<file path="src/design/key_switch_map.vh">
// Purpose: constants of the local key and switch control
// Assumes: 10 MHz system clock
// Notes: offsets are held in hundredths of a millimetre
`ifndef KEY_SWITCH_MAP_VH
`define KEY_SWITCH_MAP_VH

// ****************************************
// clock and times
// ****************************************
// counts in clk_i cycles; retune them if the clock changes
`define T_FACTORY_CYC 29'h7270e00
`define T_UNIT_CYC 29'h1c9c380
`define T_REPEAT_START_CYC 29'h1312d00
`define T_FINISH_CYC 29'h1c9c380
`define T_TIMEOUT_CYC 29'h11e1a300
`define T_REPEAT_CYC 29'h01e8480
`define T_BLINK_CYC 29'h04c4b40
`define T_DEBOUNCE_CYC 20'h186a0

// ****************************************
// steps, reset values, scaling
// ****************************************
`define STEP_MM 16'h0064
`define STEP_INCH 16'h007f
`define OFFSET_RESET 16'h0000
`define UNIT_INCH_RESET 1'b0
`define PCT_FULL 7'h64
`define KEYS_NONE 2'h0
`define KEYS_DOWN 2'h1
`define KEYS_UP 2'h2
`define KEYS_BOTH 2'h3
`define SEL_LIQUID 2'h0
`define SEL_PRODUCT 2'h1
`define SEL_WATER 2'h2

`endif

</file>
<file path="src/design/input_filter.v">
// Purpose: two-stage synchroniser with stability filter for a pin
// Assumes: input is asynchronous to clk_i
// Notes: output changes only after the synced level holds STABLE_CYC cycles
`timescale 1ns/1ps
module input_filter #(
  parameter CNT_W = 20,
  parameter [CNT_W-1:0] STABLE_CYC = 20'd100000
) (
  input wire clk_i,
  input wire rstn_i,
  input wire pin_i,
  output reg level_o
);

  reg sync1;
  reg sync2;
  reg [CNT_W-1:0] cnt;

  // ****************************************
  // synchroniser and filter
  // ****************************************
  // only sync2 reads sync1, to keep metastability out of the counter
  always @(posedge clk_i or negedge rstn_i)
  begin
    if (!rstn_i)
    begin
      sync1 <= 1'b0;
      sync2 <= 1'b0;
      cnt <= {CNT_W{1'b0}};
      level_o <= 1'b0;
    end
    else
    begin
      sync1 <= pin_i;
      sync2 <= sync1;
      if (sync2 == level_o)
        cnt <= {CNT_W{1'b0}};
      else if (cnt == STABLE_CYC - 1'b1)
      begin
        cnt <= {CNT_W{1'b0}};
        level_o <= sync2;
      end
      else
        cnt <= cnt + 1'b1;
    end
  end

endmodule

</file>
<file path="src/design/local_key_switch_control.v">
// Purpose: local keys, DIP switches and status indicators of the transmitter
// Assumes: keys and switches are pins, high when pressed or ON
// Notes: status inputs come from logic on clk_i and are not synchronised
//
// Function
// - both keys held twelve seconds outside adjust restores all settings to factory defaults
// - up key alone 3 s selects metric, enters adjust, blinks, shows mm
// - down key alone 3 s selects inch, enters adjust, blinks, shows inch
// - in adjust, up press raises the offset, down press lowers it
// - metric step is 1 mm; a raise moves reported level negative
// - inch step is 0.05 in; a raise moves reported level negative
// - key held 2 s or longer keeps stepping until released
// - both keys held 3 s in adjust finishes and keeps the value
// - no key for more than 30 s leaves adjust and saves
// - write-protect switch ON blocks menu writes, OFF permits them
// - hardware lock clears only by changing the switch itself
// - hardware lock reports locked status and shows a header symbol
// - compatibility switch ON selects legacy mode, OFF native, default OFF
// - communication icon flashes during HART traffic, steady off otherwise
// - lock symbol shown whenever software has locked the device
// - alarm stops measuring, outputs alarm value, raises diagnostic, red display
// - warning keeps measuring and raises a diagnostic message
// - percent bar scales primary temperature, 0 at lower, 100 upper limit
// - display is output only, accepts no operating input
`timescale 1ns/1ps
`include "key_switch_map.vh"
module local_key_switch_control #(
  parameter OFS_W = 16,
  parameter TMP_W = 16,
  parameter LVL_W = 24,
  parameter [28:0] FACTORY_CYC = `T_FACTORY_CYC,
  parameter [28:0] UNIT_CYC = `T_UNIT_CYC,
  parameter [28:0] REP_START_CYC = `T_REPEAT_START_CYC,
  parameter [28:0] FINISH_CYC = `T_FINISH_CYC,
  parameter [28:0] TIMEOUT_CYC = `T_TIMEOUT_CYC,
  parameter [28:0] REPEAT_CYC = `T_REPEAT_CYC,
  parameter [28:0] BLINK_CYC = `T_BLINK_CYC,
  parameter [19:0] DEBOUNCE_CYC = `T_DEBOUNCE_CYC
) (
  input wire clk_i,
  input wire rstn_i,
  input wire up_key_i,
  input wire down_key_i,
  input wire write_protect_sw_i,
  input wire compat_sw_i,
  input wire menu_write_req_i,
  input wire hart_active_i,
  input wire sw_lock_i,
  input wire alarm_i,
  input wire warning_i,
  input wire [1:0] primary_value_select_i,
  input wire signed [TMP_W-1:0] liquid_temp_i,
  input wire signed [TMP_W-1:0] product_temp_i,
  input wire signed [TMP_W-1:0] water_temp_i,
  input wire signed [TMP_W-1:0] range_lower_i,
  input wire signed [TMP_W-1:0] range_upper_i,
  input wire signed [TMP_W-1:0] alarm_value_i,
  input wire signed [LVL_W-1:0] level_raw_i,
  output wire menu_write_grant_o,
  output reg factory_reset_o,
  output reg unit_inch_o,
  output wire adjust_mode_o,
  output wire blink_all_o,
  output reg signed [OFS_W-1:0] offset_o,
  output reg offset_save_o,
  output reg signed [LVL_W-1:0] level_o,
  output wire hw_locked_o,
  output wire wp_symbol_o,
  output wire legacy_compat_mode_o,
  output wire comm_icon_o,
  output wire lock_symbol_o,
  output wire measure_stop_o,
  output reg signed [TMP_W-1:0] loop_value_o,
  output reg diag_msg_o,
  output reg display_red_o,
  output reg [6:0] percent_o
);

  localparam ST_IDLE = 1'b0;
  localparam ST_ADJ = 1'b1;
  localparam [28:0] CNT_MAX = 29'h1fffffff;

  wire up_key;
  wire down_key;
  wire wp_sw;
  wire compat_sw;
  wire [1:0] keys;
  wire keys_chg;
  wire hold_unit;
  wire hold_factory;
  wire hold_finish;
  wire auto_tick;
  wire step_up;
  wire step_down;
  wire timeout;
  wire signed [OFS_W-1:0] step;
  wire signed [TMP_W-1:0] pv_sel;
  reg state;
  reg next_state;
  reg armed;
  reg [1:0] keys_q;
  reg [28:0] hold_cnt;
  reg [28:0] idle_cnt;
  reg [28:0] rep_cnt;
  reg [28:0] blink_cnt;
  reg blink_phase;
  reg signed [TMP_W-1:0] pv_hold;

  // ****************************************
  // helpers
  // ****************************************
  function signed [OFS_W-1:0] sat_add;
    input signed [OFS_W-1:0] a;
    input signed [OFS_W-1:0] d;
    reg signed [OFS_W:0] s;
    begin
      s = {a[OFS_W-1], a} + {d[OFS_W-1], d};
      if (s[OFS_W] != s[OFS_W-1])
        sat_add = s[OFS_W] ? {1'b1, {(OFS_W-1){1'b0}}} : {1'b0, {(OFS_W-1){1'b1}}};
      else
        sat_add = s[OFS_W-1:0];
    end
  endfunction

  // a limit of n acts at the n-th edge of the count
  function hold_hit;
    input [28:0] cnt;
    input [28:0] lim;
    begin
      hold_hit = cnt == lim - 1'b1;
    end
  endfunction

  // clamps outside the range; an empty or inverted range reads 0
  function [6:0] pct;
    input signed [TMP_W-1:0] t;
    input signed [TMP_W-1:0] lo;
    input signed [TMP_W-1:0] hi;
    reg signed [TMP_W+8:0] num;
    reg signed [TMP_W+8:0] den;
    reg signed [TMP_W+8:0] q;
    begin
      num = ($signed({{9{t[TMP_W-1]}}, t}) - $signed({{9{lo[TMP_W-1]}}, lo})) * $signed({{(TMP_W+2){1'b0}}, `PCT_FULL});
      den = $signed({{9{hi[TMP_W-1]}}, hi}) - $signed({{9{lo[TMP_W-1]}}, lo});
      q = {(TMP_W+9){1'b0}};
      if (den <= 0 || t <= lo)
        pct = 7'h00;
      else if (t >= hi)
        pct = `PCT_FULL;
      else
      begin
        q = num / den;
        pct = q[6:0];
      end
    end
  endfunction

  // ****************************************
  // pin filters
  // ****************************************
  input_filter #(.CNT_W(20), .STABLE_CYC(DEBOUNCE_CYC)) u_up (
    .clk_i(clk_i),
    .rstn_i(rstn_i),
    .pin_i(up_key_i),
    .level_o(up_key)
  );
  input_filter #(.CNT_W(20), .STABLE_CYC(DEBOUNCE_CYC)) u_down (
    .clk_i(clk_i),
    .rstn_i(rstn_i),
    .pin_i(down_key_i),
    .level_o(down_key)
  );
  input_filter #(.CNT_W(20), .STABLE_CYC(DEBOUNCE_CYC)) u_wp (
    .clk_i(clk_i),
    .rstn_i(rstn_i),
    .pin_i(write_protect_sw_i),
    .level_o(wp_sw)
  );
  input_filter #(.CNT_W(20), .STABLE_CYC(DEBOUNCE_CYC)) u_compat (
    .clk_i(clk_i),
    .rstn_i(rstn_i),
    .pin_i(compat_sw_i),
    .level_o(compat_sw)
  );

  // ****************************************
  // hold timing
  // ****************************************
  assign keys = {up_key, down_key};
  assign keys_chg = keys != keys_q;
  // single-cycle hits, so each hold acts once however long it lasts
  assign hold_unit = armed && !keys_chg && hold_hit(hold_cnt, UNIT_CYC);
  assign hold_factory = armed && !keys_chg && keys == `KEYS_BOTH && hold_hit(hold_cnt, FACTORY_CYC);
  assign hold_finish = armed && !keys_chg && keys == `KEYS_BOTH && hold_hit(hold_cnt, FINISH_CYC);
  assign auto_tick = !keys_chg && hold_cnt >= REP_START_CYC && hold_hit(rep_cnt, REPEAT_CYC);
  assign step_up = state == ST_ADJ && armed && keys == `KEYS_UP && (keys_chg || auto_tick);
  assign step_down = state == ST_ADJ && armed && keys == `KEYS_DOWN && (keys_chg || auto_tick);
  // equality one past the limit, so the quiet time strictly exceeds it
  assign timeout = state == ST_ADJ && idle_cnt == TIMEOUT_CYC;
  assign step = unit_inch_o ? `STEP_INCH : `STEP_MM;

  always @(posedge clk_i or negedge rstn_i)
  begin
    if (!rstn_i)
    begin
      keys_q <= `KEYS_NONE;
      hold_cnt <= 29'h0;
      idle_cnt <= 29'h0;
      rep_cnt <= 29'h0;
    end
    else
    begin
      keys_q <= keys;
      if (keys_chg)
        hold_cnt <= 29'h0;
      else if (hold_cnt != CNT_MAX)
        hold_cnt <= hold_cnt + 1'b1;
      if (keys != `KEYS_NONE || state == ST_IDLE)
        idle_cnt <= 29'h0;
      else if (idle_cnt != CNT_MAX)
        idle_cnt <= idle_cnt + 1'b1;
      if (keys_chg || rep_cnt == REPEAT_CYC - 1'b1)
        rep_cnt <= 29'h0;
      else
        rep_cnt <= rep_cnt + 1'b1;
    end
  end

  // ****************************************
  // mode control
  // ****************************************
  always @*
  begin
    next_state = state;
    case (state)
      ST_IDLE:
        if (hold_unit && (keys == `KEYS_UP || keys == `KEYS_DOWN))
          next_state = ST_ADJ;
      ST_ADJ:
        if (hold_finish || timeout)
          next_state = ST_IDLE;
      default:
        next_state = ST_IDLE;
    endcase
  end

  // armed clears on every mode change so a key still held from the
  // entering or finishing hold neither steps nor starts a new hold
  always @(posedge clk_i or negedge rstn_i)
  begin
    if (!rstn_i)
    begin
      state <= ST_IDLE;
      armed <= 1'b0;
      factory_reset_o <= 1'b0;
      offset_save_o <= 1'b0;
      unit_inch_o <= `UNIT_INCH_RESET;
      offset_o <= `OFFSET_RESET;
    end
    else
    begin
      state <= next_state;
      factory_reset_o <= 1'b0;
      offset_save_o <= 1'b0;
      if (next_state != state)
        armed <= 1'b0;
      else if (keys == `KEYS_NONE)
        armed <= 1'b1;
      if (state == ST_IDLE && hold_factory)
      begin
        factory_reset_o <= 1'b1;
        unit_inch_o <= `UNIT_INCH_RESET;
        offset_o <= `OFFSET_RESET;
        armed <= 1'b0;
      end
      else if (state == ST_IDLE && hold_unit && keys == `KEYS_UP)
        unit_inch_o <= 1'b0;
      else if (state == ST_IDLE && hold_unit && keys == `KEYS_DOWN)
        unit_inch_o <= 1'b1;
      if (step_up)
        offset_o <= sat_add(offset_o, step);
      else if (step_down)
        offset_o <= sat_add(offset_o, -step);
      if (state == ST_ADJ && (hold_finish || timeout))
        offset_save_o <= 1'b1;
    end
  end

  // ****************************************
  // indicators and outputs
  // ****************************************
  always @(posedge clk_i or negedge rstn_i)
  begin
    if (!rstn_i)
    begin
      blink_cnt <= 29'h0;
      blink_phase <= 1'b0;
      pv_hold <= {TMP_W{1'b0}};
      loop_value_o <= {TMP_W{1'b0}};
      level_o <= {LVL_W{1'b0}};
      diag_msg_o <= 1'b0;
      display_red_o <= 1'b0;
      percent_o <= 7'h00;
    end
    else
    begin
      if (blink_cnt == BLINK_CYC - 1'b1)
      begin
        blink_cnt <= 29'h0;
        blink_phase <= ~blink_phase;
      end
      else
        blink_cnt <= blink_cnt + 1'b1;
      // raising the offset lowers the reported level
      level_o <= level_raw_i - {{(LVL_W-OFS_W){offset_o[OFS_W-1]}}, offset_o};
      if (!alarm_i)
        pv_hold <= pv_sel;
      loop_value_o <= alarm_i ? alarm_value_i : pv_hold;
      diag_msg_o <= alarm_i | warning_i;
      display_red_o <= alarm_i;
      // bar follows the held value, so an alarm freezes it as well
      percent_o <= pct(pv_hold, range_lower_i, range_upper_i);
    end
  end

  assign pv_sel = primary_value_select_i == `SEL_PRODUCT ? product_temp_i :
                  primary_value_select_i == `SEL_WATER ? water_temp_i : liquid_temp_i;

  // ****************************************
  // mode and lock indicators
  // ****************************************
  assign adjust_mode_o = state == ST_ADJ;
  assign blink_all_o = state == ST_ADJ && blink_phase;
  // no menu path reaches the switch level, so software cannot lift it
  assign menu_write_grant_o = menu_write_req_i && !wp_sw;
  assign hw_locked_o = wp_sw;
  assign wp_symbol_o = wp_sw;
  assign legacy_compat_mode_o = compat_sw;
  assign comm_icon_o = hart_active_i && blink_phase;
  assign lock_symbol_o = sw_lock_i;
  assign measure_stop_o = alarm_i;
  // display outputs only; the module has no display input at all

endmodule

</file>
<file path="config.mk">
export PLATFORM = sky130hd
export DESIGN_NAME = local_key_switch_control
export DESIGN_NICKNAME = d
export VERILOG_FILES = /design/src/design/input_filter.v /design/src/design/local_key_switch_control.v
export VERILOG_INCLUDE_DIRS = /design/src /design/src/design
export SDC_FILE = /design/constraint.sdc
export NUM_CORES = 2
export LEC_CHECK = 0
export BUFFER_PORTS_ARGS = -buffer_cell sky130_fd_sc_hd__buf_2
export CAP_MARGIN = 0
export CELL_PAD_IN_SITES_DETAIL_PLACEMENT = 1
export CELL_PAD_IN_SITES_GLOBAL_PLACEMENT = 1
export CORE_MARGIN = 3
export CORE_UTILIZATION = 52
export DETAILED_ROUTE_END_ITERATION = 6
export PLACE_DENSITY_LB_ADDON = 0.08
export SETUP_SLACK_MARGIN = 0.1
export SLEW_MARGIN = 20
export SYNTH_ARGS = -nofsm -noshare
export SYNTH_HDL_FRONTEND = slang
export SYNTH_SLANG_ARGS = --single-unit
</file>
<file path="constraint.sdc">
create_clock -name clk_i -period 112.2 [get_ports clk_i]
set_clock_uncertainty 0.05 [all_clocks]
set_input_delay 11.22 -clock clk_i [delete_from_list [all_inputs] [get_ports clk_i]]
set_output_delay 11.22 -clock clk_i [all_outputs]
set_load 0.02 [all_outputs]
</file>
## Word-level counts from Yosys, hierarchy flattened

Cells that the tools add are included.

- Bits in registers: 297
- Output and inout bits: 77
- Bits of input ports: 133

- Add/subtract/negate cells: 14
- Divide/modulo/power cells: 1
- Mux-type cells: 38
- Multipliers: 1
- Bitwise operators: 7
- Order comparisons: 4
- Equality and inequality tests: 24
- Reductions and logical operators: 41

Operator list:

| kind | number |
|---|---|
| 29-bit two-way mux | 6 |
| 16-bit two-way mux | 10 |
| 20-bit two-way mux | 8 |
| 29-bit by 1-bit adder with 29-bit output (second input constant) | 4 |
| 20-bit by 1-bit adder with 20-bit output (second input constant) | 4 |
| 20-bit by 17-bit equality test with 1-bit output (second input constant) | 4 |
| 29-bit != test (second input constant) | 2 |
| 16-bit by 16-bit subtractor with 17-bit output | 2 |
| 29-bit by 21-bit equality test with 1-bit output (second input constant) | 1 |
| 29-bit by 23-bit equality test with 1-bit output (second input constant) | 1 |
| 29-bit by 25-bit equality test with 1-bit output (second input constant) | 1 |
| 29-bit by 27-bit equality test with 1-bit output (second input constant) | 1 |
| 29-bit equality test (second input constant) | 1 |
| 29-bit by 25-bit greater-or-equal comparator with 1-bit output (second input constant) | 1 |
| 25-bit by 25-bit divider with 25-bit output | 1 |
| 24-bit subtractor | 1 |
| 17-bit by 6-bit multiplier with 23-bit output (second input constant) | 1 |
| 1-bit logical AND | 22 |
| 16-bit by 16-bit adder with 17-bit output | 1 |
| 16-bit by 8-bit adder with 17-bit output | 1 |
| 17-bit by 1-bit <= comparator with 1-bit output (second input constant) | 1 |
| 16-bit greater-or-equal comparator | 1 |
| 16-bit <= comparator | 1 |
| 7-bit negation with 16-bit output | 1 |
| other kinds (17) | 53 |

## Longest topological paths before layout

- Depth in word-level cells: 11
- Gate-level depth with buffers: 329
- Gate-level depth less buffers: 309

## Cells and area by module

From an unflattened synthesis, not the netlist that was laid out.

- Cell total of the unflattened synthesis: 4861
- Area, all modules: 37828.8 um2

Modules (own cells, without submodules):

| module | area each (um2) | sequential area each (um2) | cells each | times used |
|---|---|---|---|---|
| local_key_switch_control | 33364.5 | 5129.9 | 4425 | 1 |
| input_filter | 1116.1 | 575.6 | 109 | 4 |

## Worst setup path before layout

OpenSTA, ideal clock, no wires.

- Path kind: input to register
- Start: input port range_lower_i[1]
- End: register percent_o[6]
- Arrival: 72.374 ns
- Slack: 39.633 ns
- Required time: 112.007 ns
- Stages on the path: 311
- Cells stage by stage: inv_1 -> ha_1 -> nor2b_1 -> o21ai_0 -> a21boi_0 -> o21ai_0 -> a21boi_0 -> o21ai_0 -> a21boi_0 -> o21ai_0 -> a21boi_0 -> o21ai_0 -> and2_1 -> o2111ai_1 -> a21o_1 -> xnor2_1 -> inv_1 -> fa_1 -> (+275 left out) -> nor2_1 -> ha_1 -> a21o_1 -> a21o_1 -> a21o_1 -> a21o_1 -> a21o_1 -> a21o_1 -> a21o_1 -> a21oi_1 -> o221ai_1 -> a221oi_1 -> nor2_1 -> nor4_1 -> ha_1 -> a31oi_1 -> xnor2_1 -> a21oi_1

- Word-level cells in the longest chain between the ends: 5
- Elaborated cells on any way between the ends: 9

RTL lines:

| what | RTL line | text |
|---|---|---|
| from (decl) | local_key_switch_control.v:55 | `input wire signed [TMP_W-1:0] range_lower_i,` |
| 16-bit by 16-bit subtractor with 17-bit output | local_key_switch_control.v:143 | `` num = ($signed({{9{t[TMP_W-1]}}, t}) - $signed({{9{lo[TMP_W-1]}}, lo})) * $signed({{(TMP_W+2){1'b0}}, `PCT_FUL ... `` |
| 17-bit by 6-bit multiplier with 23-bit output | local_key_switch_control.v:143 |  |
| 25-bit by 25-bit divider with 25-bit output | local_key_switch_control.v:152 | `q = num / den;` |
| 7-bit two-way mux | local_key_switch_control.v:148 | `else if (t >= hi)` |
| 7-bit two-way mux (*) | local_key_switch_control.v:146 | `if (den <= 0 \|\| t <= lo)` |
| to (signal assigned) | local_key_switch_control.v:322 | `percent_o <= pct(pv_hold, range_lower_i, range_upper_i);` |
| to (decl) | local_key_switch_control.v:76 | `output reg [6:0] percent_o` |

Mark *: on every way between the ends. The rest lies on a longest branch, timed or not.
A chain may end at the register's enable or synchronous reset.

## Worst setup path after layout

- Start: input port range_lower_i[1]
- End: register percent_o[1]

Same word-level chain as after synthesis.

==> run metrics <==
final WL=roughly 130 mm; Max clock buf depth=3; fraction of layout cells with a size suffix above 1=0.104; DIE HEIGHT=about 270 um; total die area=0.0752 mm2; critical path type=primary input to register; initial DRC count=~2300; synthesized cell area=0.0374 mm2; Worst setup EP type=register; Avg Inst Size Synth=7.77 um2; drt first pass iters=6; via count=roughly 38000; Worst path max stage delay=about 840 ps; outcome=complete, no violations; Post-Route Setup TNS=0 ps; Fmax=11.9 MHz; clock sink total=between 200 and 300; sequential element share of the synthesized area=0.199; Critical Path AT=around 84000 ps; crit-path max FO=37; RSZ-0062 raised after global routing=false; ANT cells=0; largest net degree at the start of global routing=roughly 100; final-report max-slew violation count=0; Starting Density=0.529; Yosys warning count=0; GR Util met1=0.440; number of max-cap violations=0; Root Driver=clkbuf_16; Remaining DRCs=0; global route total overflow=0; Syn-to-layout area delta=9.72%; Port Buf Inserts=roughly 210; Layout Nets=roughly 5600; top cell type's share of synthesized area=0.199; htree depth=2; Max-slew headroom=0.232; slowest CP cell=nor2b_1; largest cells by area after synthesis=dfrtp_1, ha_1, nor2_1; Post-synth ARST share=1.00; Post-CTS Setup Inserts=0; post-cts sizing count=0; Final period util=0.748; Final setup viols=0; Total Routing Usage GR=0.350; Final min period=between 80000 and 90000 ps; die width=274 um; Most Crowded Layer GR=met2; Yosys top cell by area=dfrtp_1; CTS Buf Count=36; Post-CTS Hold Buffers=0; num rows=97; Worst Slack Setup Final=between 20000 and 30000 ps; I/O pins=210; Placement Setup Slack=between 20000 and 30000 ps; vias per cell=~6.3; Hold Path Class=register to register; Most common cell on crit path=o21a_1; DR WL/cell=22.4 um; Worst-Margin Slew=between 1000 and 1500 ps; EDFF count, synth=0; Clk pin slew, worst setup/hold paths=60 ps; number of global-route vias before repair=~40000; Final Hold Fails=0; Worst EP required=approximately 110000 ps; Syn Inst Count=between 4000 and 5000; GPL Wtd Cong=0.984; TritonCTS clock tree=done; clk_lat worst skew=570 ps; first-pass GRT wire length=214 mm; #FFs+latches synth=~300; Critical Path Source Type=primary input; initial antenna violation count=3; remaining antenna violation count after routing=0; Unique masters post-synth=~110; core footprint=just over 0.07 mm2; met3 Resource Use GR=0.0452; GR Layer Usage met2=0.617; Post-synth top flop=dfrtp_1; dpl hpwl=103 mm
[layout make-up]
class                   instances  area, um2
repair buffers                252       1380
flip-flops and latches        297       7430
well taps                     940       1180
clock inverters                17        272
clock buffers                  48       1030
multi-input cells            4200      28900
inverters                     224        841
fillers                      8901      29600
[sequential cells by signal (all words and copies together) (netlist names), 2 cells and up]
signal and cells:
pv_hold 16, rep_cnt 29, u_up.cnt 20, loop_value_o 16
blink_cnt 29, hold_cnt 29, keys_q 2, idle_cnt 29
level_o 24, u_wp.cnt 20, offset_o 16, percent_o 7
u_down.cnt 20, u_compat.cnt 20
[worst max-delay path: cells and delay by family]
kind,cells,cell delay (ps)
compound gates,177,42870
simple gates,61,13910
xor+xnor,1,340
mux,6,2090
fa+ha+maj,30,9430
buf+inv,21,4290
[final timing paths]
| check | slack [ps] | from | cells past startpoint | to |
|---|---|---|---|---|
| hold / removal | 300 | u_down.sync1 | 0 | u_down.sync2 |
| hold reg to reg | 300 | u_down.sync1 | 0 | u_down.sync2 |
| setup reg to reg | 38690 | pv_hold[1] | 294 | percent_o[1] |
| setup / recovery | 28290 | range_lower_i[1] | 296 | percent_o[1] |
| max in group asynchronous | 99160 | rstn_i | 3 | hold_cnt[13] |
| min in group asynchronous | 10640 | rstn_i | 1 | percent_o[5] |
[layer usage]
metal  wire (um)  part of all wire
met5          13          0.000097
met4        4810             0.036
met3        7610             0.057
met2       65200              0.49
met1       56500              0.42
[cells in the mapped netlist (44+ instances only)]
library cell / number
dfrtp_1: 297
inv_1: 220
xnor2_1: 226
nand3_1: 158
a21oi_1: 285
nand4_1: 78
o21a_1: 112
nand2b_1: 52
a31oi_1: 64
o21ai_0: 270
ha_1: 480
nor3_1: 177
clkbuf_1: 104
a21o_1: 102
or3_1: 61
mux2_2: 78
nand2_1: 479
or2_2: 48
and2_1: 46
nor4_1: 44
xor2_1: 217
nor2_1: 555
and3_1: 71
nor2b_1: 52
[cells in the final DEF (no fill, tap or decap), types with 36 or more instances in the layout]
cell       instances
a21o_1           102
a21oi_1          284
a31oi_1           64
and2_1            46
and3_1            71
buf_2            206
buf_4             45
clkbuf_16         36
conb_1            36
dfrtp_1          297
ha_1             480
inv_1            220
mux2_2            78
mux2i_1           38
nand2_1          478
nand2b_1          52
nand3_1          158
nand4_1           78
nor2_1           554
nor2b_1           52
nor3_1           177
nor4_1            44
o211ai_1          36
o21a_1           112
o21ai_0          270
o31ai_1           38
or2_2             48
or3_1             61
xnor2_1          217
xor2_1           217
[stage by stage]
stage | area, um2 | util | hold WS (ps) | cells
3_5_place_dp | 39700 | 0.562 | 286 | 5913
3_3_place_gp | 39700 | 0.562 | 285 | 5913
6_report | 41000 | 0.581 | 300 | 5978
2_1_floorplan | 37500 | - | 281 | 4847
4_1_cts | 41000 | 0.581 | 300 | 5978
5_1_grt | 41000 | 0.581 | 309 | 5978
[kinds of logic (layout without fill, tap and decap cells)]
logic type / after synthesis / count (layout) / synth area share
AND/OR/NAND/NOR: 1898 / 1898 / 0.243
XOR/XNOR: 445 / 445 / 0.105
buffers and inverters: 350 / 541 / 0.0365
AO/OA/AOI/OAI: 1210 / 1210 / 0.215
multiplexers: 118 / 118 / 0.0344
other: 1 / 36 / 0.000100
flip-flops: 297 / 297 / 0.199
adder cells (fa/ha/maj): 493 / 493 / 0.168
Power is not shown: default switching activity piles up to over one toggle a cycle in this logic, so the estimate is an artifact.
